File: src/aer_pkg.sv
// Package for the uncorrectable error mask, severity and status bank
package aer_pkg;

  // Register byte addresses
  localparam logic [11:0] OFS_STATUS   = 12'h104;
  localparam logic [11:0] OFS_MASK     = 12'h108;
  localparam logic [11:0] OFS_SEVERITY = 12'h10C;
  localparam logic [11:0] OFS_IRQ_STAT = 12'h140;
  localparam logic [11:0] OFS_IRQ_MASK = 12'h144;

  // Event bit positions
  localparam int BIT_UNUSED0   = 0;
  localparam int BIT_LINK_PROT = 4;
  localparam int BIT_SURPRISE  = 5;
  localparam int BIT_POISONED  = 12;
  localparam int BIT_CREDIT    = 13;
  localparam int BIT_COMPL_TO  = 14;
  localparam int BIT_COMPL_AB  = 15;
  localparam int BIT_UNEXP_CPL = 16;
  localparam int BIT_RX_OVFL   = 17;
  localparam int BIT_MALFORMED = 18;
  localparam int BIT_ECRC      = 19;
  localparam int BIT_UNSUP_REQ = 20;

  // Writable bits of each register; all other bits read zero
  localparam logic [31:0] MASK_RW_BITS   = 32'h001F_3031;
  localparam logic [31:0] SEV_RW_BITS    = 32'h001F_3031;
  localparam logic [31:0] STATUS_BITS    = 32'h001F_3030;
  localparam logic [31:0] EVENT_BITS     = 32'h001F_3030;

  // Reset values
  localparam logic [31:0] MASK_RESET     = 32'h0000_0000;
  localparam logic [31:0] SEV_RESET      = 32'h0006_2030;
  localparam logic [31:0] STATUS_RESET   = 32'h0000_0000;
  localparam logic [1:0]  IRQ_RESET      = 2'h0;

  // Interrupt status bits
  localparam int IRQ_FATAL    = 0;
  localparam int IRQ_NONFATAL = 1;

  // Error report sent upstream
  typedef struct packed {
    logic        valid;
    logic        fatal;
    logic [4:0]  bit_index;
  } aer_report_t;

endpackage : aer_pkg

File: src/aer_uncorr_bank.sv
// Uncorrectable error mask, severity, status registers with APB slave
//
// The APB slave port is this design's own decision.
`timescale 1ns/1ps

//////////////////////////////////////////////////////////////////////////////
// Contract
// - Masked ECRC event, bit 19, neither logged nor reported.
// - Masked unsupported request event, bit 20, neither logged nor reported.
// - Severity register at offset 0x10C, sticky read-write bit per event except bits 14 and 15.
// - Unmasked event other than bits 14 and 15 reports fatal if severity one, else non-fatal.
// - Severity bits 4 and 5 reset to one.
// - Severity bit 13 read-write, resets to one.
// - Severity bit 17 read-write, resets to one.
// - Severity bit 18 read-write, resets to one.
// - Severity bit 12 read-write, resets to zero.
// - Severity bit 16 read-write, resets to zero.
// - Severity bits 19 and 20 read-write, reset to zero.
// - Severity bit 14 read-only zero.
// - Severity bit 15 read-only zero.
// - Severity bit 0 sticky read-write, reset zero, no effect.
// - Status bits set on event, except bits 14 and 15, cleared by writing one; mask at 0x108.
// - ECRC status bit set when end-to-end CRC error detected.
module aer_uncorr_bank (
  // Clock and resets
  input  wire logic                 clk_i,
  input  wire logic                 srst_i,
  input  wire logic                 hot_reset_i,
  // APB slave
  input  wire logic                 psel_i,
  input  wire logic                 penable_i,
  input  wire logic                 pwrite_i,
  input  wire logic [11:0]          paddr_i,
  input  wire logic [31:0]          pwdata_i,
  input  wire logic [3:0]           pstrb_i,
  output logic      [31:0]          prdata_o,
  output logic                      pready_o,
  output logic                      pslverr_o,
  // Detected events, one-cycle pulses per bit
  input  wire logic [31:0]          event_i,
  // Report toward the root complex
  output aer_pkg::aer_report_t      report_o,
  // Interrupt
  output logic                      irq_o
);

  //////////////////////////////////////////////////////////////////////////
  // Storage
  logic [31:0] uncorr_err_mask_reg;
  logic [31:0] uncorr_err_severity_reg;
  logic [31:0] uncorr_err_status_reg;
  logic [1:0]  irq_status;
  logic [1:0]  irq_mask;

  // Byte-enable merge of write data
  function automatic logic [31:0] merge(input logic [31:0] old_v,
                                        input logic [31:0] new_v,
                                        input logic [3:0]  strb);
    logic [31:0] r;
    r = old_v;
    for (int i = 0; i < 4; i++) begin
      if (strb[i]) begin
        r[i*8 +: 8] = new_v[i*8 +: 8];
      end
    end
    return r;
  endfunction

  //////////////////////////////////////////////////////////////////////////
  // Bus decode; zero-wait-state slave
  logic acc;
  logic wr;
  logic known;
  logic [31:0] wmask;
  assign acc   = psel_i & penable_i;
  assign wr    = acc & pwrite_i;
  assign wmask = merge(32'h0000_0000, 32'hFFFF_FFFF, pstrb_i);
  assign known = (paddr_i == aer_pkg::OFS_STATUS) | (paddr_i == aer_pkg::OFS_MASK) |
                 (paddr_i == aer_pkg::OFS_SEVERITY) | (paddr_i == aer_pkg::OFS_IRQ_STAT) |
                 (paddr_i == aer_pkg::OFS_IRQ_MASK);
  assign pready_o  = 1'b1;
  assign pslverr_o = acc & ~known;

  //////////////////////////////////////////////////////////////////////////
  // Event qualification: masked events never log nor report
  logic [31:0] live_ev;
  assign live_ev = event_i & aer_pkg::EVENT_BITS & ~uncorr_err_mask_reg;

  // Sticky mask; only fundamental reset restores it, hot reset does not
  always_ff @(posedge clk_i) begin
    if (srst_i) begin
      uncorr_err_mask_reg <= aer_pkg::MASK_RESET;
    end else if (wr && paddr_i == aer_pkg::OFS_MASK) begin
      uncorr_err_mask_reg <= merge(uncorr_err_mask_reg, pwdata_i, pstrb_i)
                             & aer_pkg::MASK_RW_BITS;
    end
  end

  // Sticky severity; bits 14, 15 and reserved stay zero
  always_ff @(posedge clk_i) begin
    if (srst_i) begin
      uncorr_err_severity_reg <= aer_pkg::SEV_RESET;
    end else if (wr && paddr_i == aer_pkg::OFS_SEVERITY) begin
      uncorr_err_severity_reg <= merge(uncorr_err_severity_reg, pwdata_i, pstrb_i)
                                 & aer_pkg::SEV_RW_BITS;
    end
  end

  // Sticky status; a new event beats a simultaneous clear
  always_ff @(posedge clk_i) begin
    if (srst_i) begin
      uncorr_err_status_reg <= aer_pkg::STATUS_RESET;
    end else begin
      uncorr_err_status_reg <= ((wr && paddr_i == aer_pkg::OFS_STATUS) ?
                                (uncorr_err_status_reg & ~(pwdata_i & wmask)) :
                                uncorr_err_status_reg) | live_ev;
    end
  end

  //////////////////////////////////////////////////////////////////////////
  // Report: lowest live_ev bit gives the index when several arrive together; fatal if any is fatal
  logic [31:0] sev_ev;
  assign sev_ev = live_ev & uncorr_err_severity_reg;
  always_ff @(posedge clk_i) begin
    if (srst_i || hot_reset_i) begin
      report_o <= '0;
    end else begin
      report_o.valid     <= |live_ev;
      report_o.fatal     <= |sev_ev;
      report_o.bit_index <= 5'd0;
      for (int i = 31; i >= 0; i--) begin
        if (live_ev[i]) begin
          report_o.bit_index <= 5'(i);
        end
      end
    end
  end

  //////////////////////////////////////////////////////////////////////////
  // Interrupt status (write one to clear, set wins) and mask
  logic [1:0] irq_set;
  assign irq_set = {|(live_ev & ~uncorr_err_severity_reg), |sev_ev};
  always_ff @(posedge clk_i) begin
    if (srst_i || hot_reset_i) begin
      irq_status <= aer_pkg::IRQ_RESET;
    end else begin
      irq_status <= ((wr && paddr_i == aer_pkg::OFS_IRQ_STAT && pstrb_i[0]) ?
                     (irq_status & ~pwdata_i[1:0]) : irq_status) | irq_set;
    end
  end
  always_ff @(posedge clk_i) begin
    if (srst_i || hot_reset_i) begin
      irq_mask <= aer_pkg::IRQ_RESET;
    end else if (wr && paddr_i == aer_pkg::OFS_IRQ_MASK && pstrb_i[0]) begin
      irq_mask <= pwdata_i[1:0];
    end
  end
  assign irq_o = |(irq_status & irq_mask);

  //////////////////////////////////////////////////////////////////////////
  // Read mux, registered data; unmapped reads zero
  always_ff @(posedge clk_i) begin
    if (srst_i) begin
      prdata_o <= 32'h0000_0000;
    end else if (psel_i && !penable_i && !pwrite_i) begin
      case (paddr_i)
        aer_pkg::OFS_STATUS:   prdata_o <= uncorr_err_status_reg;
        aer_pkg::OFS_MASK:     prdata_o <= uncorr_err_mask_reg;
        aer_pkg::OFS_SEVERITY: prdata_o <= uncorr_err_severity_reg;
        aer_pkg::OFS_IRQ_STAT: prdata_o <= {30'h0, irq_status};
        aer_pkg::OFS_IRQ_MASK: prdata_o <= {30'h0, irq_mask};
        default:               prdata_o <= 32'h0000_0000;
      endcase
    end
  end

endmodule // aer_uncorr_bank

File: config.mk
export PLATFORM = sky130hd
export DESIGN_NAME = aer_uncorr_bank
export DESIGN_NICKNAME = d
export VERILOG_FILES = /design/src/aer_pkg.sv /design/src/aer_uncorr_bank.sv
export SDC_FILE = /design/constraint.sdc
export NUM_CORES = 1
export LEC_CHECK = 0
export ABC_CLOCK_PERIOD_IN_PS = 6100
export BUFFER_PORTS_ARGS = -buffer_cell sky130_fd_sc_hd__buf_2
export CORE_MARGIN = 1.5
export CORE_UTILIZATION = 25
export CTS_BUF_LIST = sky130_fd_sc_hd__clkbuf_4 sky130_fd_sc_hd__clkbuf_8
export DETAILED_ROUTE_END_ITERATION = 10
export GPL_TIMING_DRIVEN = 0
export SKIP_CTS_REPAIR_TIMING = 1
export SYNTH_ARGS = -nofsm -noshare
export SYNTH_HDL_FRONTEND = slang
export SYNTH_SLANG_ARGS = --single-unit
File: constraint.sdc
create_clock -name clk_i -period 6.1 [get_ports clk_i]
set_clock_uncertainty 0.15 [all_clocks]
set_input_delay 0.305 -clock clk_i [delete_from_list [all_inputs] [get_ports clk_i]]
set_output_delay 0.305 -clock clk_i [all_outputs]
set_load 0.01 [all_outputs]
# Yosys cells after proc, flatten, opt, wreduce, memory -nomap -nowiden
# Cells that the tools add are included.
# word_totals
reg_bits,95
in_bits,86
output_inout_bits,42
elab_cells,108
# op_classes
n_eq_ne,5
muxes,38
bitwise,21
reduce_logical,27
# op_table
operator,count
32-bit case mux with 5 select lines,1
32-bit AND,3
32-bit OR reduction,3
5-bit 2-to-1 mux,16
21-bit inverter with 32-bit output,2
12-bit by 9-bit == test with 1-bit output (second input constant),5
21-bit by 32-bit AND with 32-bit output,1
32-bit by 21-bit AND with 32-bit output,1
32-bit 2-to-1 mux,1
4-bit 2-to-1 mux,8
8-bit 2-to-1 mux,4
32-bit inverter,1
32-bit bitwise OR,1
17-bit OR reduction,1
3-bit 2-to-1 mux,4
2-bit AND reduction,6
1-bit logical AND,9
9-bit OR reduction,1
2-bit 2-to-1 mux,3
5-bit OR reduction,1
2-bit AND,2
1-bit bitwise OR,4
2-bit OR reduction,2
1-bit AND,3
7 further kinds,8

# Longest topological paths before layout
# logic_depth
ltp_word,33
mapped_depth,7
mapped_depth_nobuf,5

# Worst setup path before layout
# OpenSTA, ideal clock, no wires.
# synth_path
path_kind,input-to-reg
from,in paddr_i[9]
to,reg irq_status[0]
setup_ps,116
arrival_time_ps,1907
required_time_ps,5834
path_slack_ps,3928
path_stages,6
path_buffers,1
path_cell_list,or4b_4 or4_4 buf_6 nor3_4 nand2_1 a31o_1
# synth_between
elab_chain_cells,5
# synth_lines
element,line,source
from (decl),aer_uncorr_bank.sv:33,"input wire logic [11:0] paddr_i,"
12-bit by 9-bit == test with 1-bit output,aer_uncorr_bank.sv:147,irq_status <= ((wr && paddr_i == aer_pkg::OFS_IRQ_STAT && pstrb_i[0]) ?
1-bit logical AND (2 in a row),aer_uncorr_bank.sv:147,
2-bit 2-to-1 mux,aer_uncorr_bank.sv:147,
2-bit bitwise OR,aer_uncorr_bank.sv:148,(irq_status & ~pwdata_i[1:0]) : irq_status) | irq_set;
to (signal assigned),aer_uncorr_bank.sv:145,irq_status <= aer_pkg::IRQ_RESET;
to (signal assigned),aer_uncorr_bank.sv:147,
to (decl),aer_uncorr_bank.sv:52,logic [1:0] irq_status;
# No other way between the ends.
# A chain may end at the register's enable or synchronous reset.

# Worst setup path in the final report
# layout_path
from,in paddr_i[9]
to,reg uncorr_err_status_reg[17]
# layout_between
elab_chain_cells,4
# layout_lines
element,line,source
12-bit by 9-bit == test with 1-bit output,aer_uncorr_bank.sv:114,uncorr_err_status_reg <= ((wr && paddr_i == aer_pkg::OFS_STATUS) ?
1-bit logical AND,aer_uncorr_bank.sv:114,
32-bit 2-to-1 mux,aer_uncorr_bank.sv:114,
32-bit bitwise OR,aer_uncorr_bank.sv:116,uncorr_err_status_reg) | live_ev;
to (signal assigned),aer_uncorr_bank.sv:112,uncorr_err_status_reg <= aer_pkg::STATUS_RESET;
to (signal assigned),aer_uncorr_bank.sv:114,
to (decl),aer_uncorr_bank.sv:51,logic [31:0] uncorr_err_status_reg;
# No other way between the ends.

==> metrics.md <==
| Metric | Value |
|---|---|
| Crit path arrival time | 2.37 ns |
| Top FF cell, synth | dfxtp_1 |
| Total power | 1.11 mW |
| Unrepaired setup endpoints after global routing | false |
| DR vias/cell | 4.88 |
| Worst vdd rail ir drop | 0.206 mV |
| Clk pwr share | 0.339 |
| Vias | approximately 3700 |
| Fin crit period | 2.30 ns |
| Die area | approximately 16000 um^2 |
| Syn Nets | 524 |
| Largest net degree at the start of global routing | 15 |
| Cell count after synthesis | around 440 |
| Syn avg cell area | around 8.9 um^2 |
| CP cell instances | buf_2 > or4b_4 > or4_1 > nor2_1 > a311oi_1 |
| Chip Width | 128 um |
| Drt pass-1 iters | 5 |
| Worst Tran Pin Value | 0.789 ns |
| Critical Path Start Type | input port |
| Share of cells above drive strength 1 | 0.242 |
| Final #Nets | 660 |
| Sequential-to-total area share from yosys stat | 0.490 |
| Cts bufs inserted | 9 |
| Pleak | 2.02 nW |
| Worst Path Buf+Inv | 1 |
| Unique masters post-synth | 50 |
| MaxCap Viol Count | 0 |
| Gpl congestion | roughly 0.86 |
| Metal2 WL | around 6000 um |
| Grt total ovfl | 0 |
| Worst-path clk slew | 0.09 ns |
| Vias in the first global route | 3607 |
| PortBufs | 100 |
| GRT Total Usage | 0.157 |
| Residual DRC count | 0 |
| Startpoint of the worst hold path | pwdata_i[16] |
| Final Worst Setup Slack | 3.80 ns |
| Post-synth EDFFs | 0 |
| Fin Setup TNS | 0 ns |
| Switch share | 0.249 |
| Clock Tree Buf Depth | 2 |
| Synthesis-stage register bit count | 95 |
| Final WL | 12800 um |
| CP Class | in2reg |
| Yosys warnings | 0 |
| Root Driver | clkbuf_8 |
| Syn Std Cell Area | 3880 um^2 |
| Fin crit share | 0.378 |
| Fmax | 434 MHz |
| Filler Cell Count | 1598 |
| # rows | 45 |
| # IOs | 128 |
| Initial antenna violation count | 1 |
| Max-Slew Margin vs Limit | 0.472 |
| Die H | 128 um |
| Reg2reg start | uncorr_err_mask_reg[12] |
| Internal power | 0.833 mW |
| Routed Antenna Nets | 0 |
| Core area | about 15000 um^2 |
| First-pass GRT wire length | 19600 um |
| PwrDens | between 200 and 250 nW/um^2 |
| Fin. Hold Viols | 0 |
| Detailed Place HPWL | 9600 um |
| Drt initial violations | 240 |
| Synth-to-Final Area Change | 29.8% |
| Comb power frac | 0.093 |
| Pre-CTS setup slack | 3.36 ns |
| Metal-1 WL | 5450 um |
| Clock Latency Late Sink | 0.38 ns |
| Hold slack | 0.00912 ns |
| Drt wl/cell | 16.7 um |
| Slew Viols, Final | 0 |
| Outcome | complete, no violations |
| H-tree depth | 3 |
| Crit path largest cell delay | 0.64 ns |
| Met3 Wirelength | 1130 um |
| Worst Hold Class | in2reg |
| CP max FO | 8 |
| TritonCTS clock tree | built |
| CP Launch Point | paddr_i[9] |
| Critical Path End Type | register |
| Top sig layer | met4 |
| CP max stage cell | nor2_1 |
| Net switching power | 0.276 mW |
| Delay-heaviest family, CP | simple AND/OR/NAND/NOR gates |
| Seq pwr share | 0.568 |
| Async SR Flop Fraction | 0 |
| Critical path required time | 6.17 ns |
| Initial Util | 0.255 |
| Clock sink count | 95 |
| Finish-stage setup viols | 0 |
synthesized netlist by cell type, types with 2 or more instances:
library cell / number / area [um^2]
and3_1: 2 / 12.5
a21bo_2: 2 / 20.0
o22ai_1: 3 / 18.8
mux2i_1: 7 / 70.1
nand3_1: 4 / 20.0
or2_2: 2 / 12.5
nand2_1: 36 / 135
a311oi_1: 7 / 61.3
nor4_1: 4 / 25.0
buf_1: 2 / 7.51
nor2_4: 2 / 22.5
mux2_2: 10 / 113
nor3_1: 13 / 65.1
nor2_1: 49 / 184
and2_1: 2 / 12.5
a22oi_1: 31 / 233
nand3b_1: 3 / 22.5
clkbuf_1: 20 / 75.1
inv_1: 5 / 18.8
dfxtp_1: 95 / 1900
a21oi_1: 50 / 250
nor2_2: 2 / 12.5
nor2b_1: 8 / 50.1
nand2b_1: 32 / 200
o21ai_0: 22 / 110
layout make-up:
| class | count | area [um^2] | area share |
|---|---|---|---|
| repair buffers | 125 | 751 | 0.149 |
| plain buffers | 25 | 106 | 0.0211 |
| multi-input cells | 313 | 1850 | 0.368 |
| diodes | 1 | 2.50 | 0.000497 |
| inverters | 5 | 18.8 | 0.00373 |
| clock inverters | 4 | 22.5 | 0.00447 |
| flip-flops and latches | 95 | 1900 | 0.378 |
| clock buffers | 11 | 145 | 0.0288 |
| well taps | 188 | 235 | 0.0467 |
metrics by stage:
stage	utilization	instance area [um^2]	cells
4_1_cts	0.314	4780	741
3_3_place_gp	0.303	4610	726
6_report	0.331	5030	767
5_1_grt	0.331	5030	766
3_5_place_dp	0.303	4610	726
2_1_floorplan	-	3880	438
power groups by stage:
stage          registers, mW  clock network (mW)  logic, mW
6_report               0.629               0.376      0.103
5_1_grt                0.631               0.413      0.112
4_1_cts                0.630               0.388     0.0902
3_5_place_dp           0.644                   0     0.0900
3_3_place_gp           0.644                   0     0.0881
2_1_floorplan          0.644                   0     0.0450
worst reg2reg max path: cells and delay by family (launching register included):
family	cells	cell delay [ns]
and+or+nand+nor	2	0.51
AOI/OAI and AO/OA	3	0.48
DFF	1	0.35
final timing paths:
kind / endpoint / slack (ns) / cells past startpoint
min reg2reg: prdata_o[4] / 0.30 / 2
min: uncorr_err_status_reg[16] / 0.009 / 2
max reg2reg: irq_status[1] / 4.50 / 5
max: uncorr_err_status_reg[17] / 3.80 / 5
cell usage in the layout, fill, tap and decap left out, types with 5 or more instances in the layout:
master           n
inv_1            5
nand2_1         36
nor3_1          13
mux2i_1          7
dfxtp_1         95
nand2b_1        32
a21oi_1         50
nor2_1          49
nor2b_1          8
clkbuf_8        10
o21ai_0         22
a311oi_1         7
mux2_2          10
a22oi_1         31
buf_2          101
dlygate4sd3_1   25
clkbuf_1        20
cells by family after synthesis:
kind of cell	synth area share
AND/OR/NAND/NOR	0.224
flip-flops	0.490
other	0.000967
buffers and inverters	0.0323
multiplexers	0.0471
AO/OA/AOI/OAI	0.206
metal layers:
layer	vias up	GRT usage
met5	-	0
met4	0	0.0354
met3	5	0.0712
met2	131	0.259
met1	1776	0.188
li1	1829	-
Note: power is estimated with default switching activity, not from simulation.
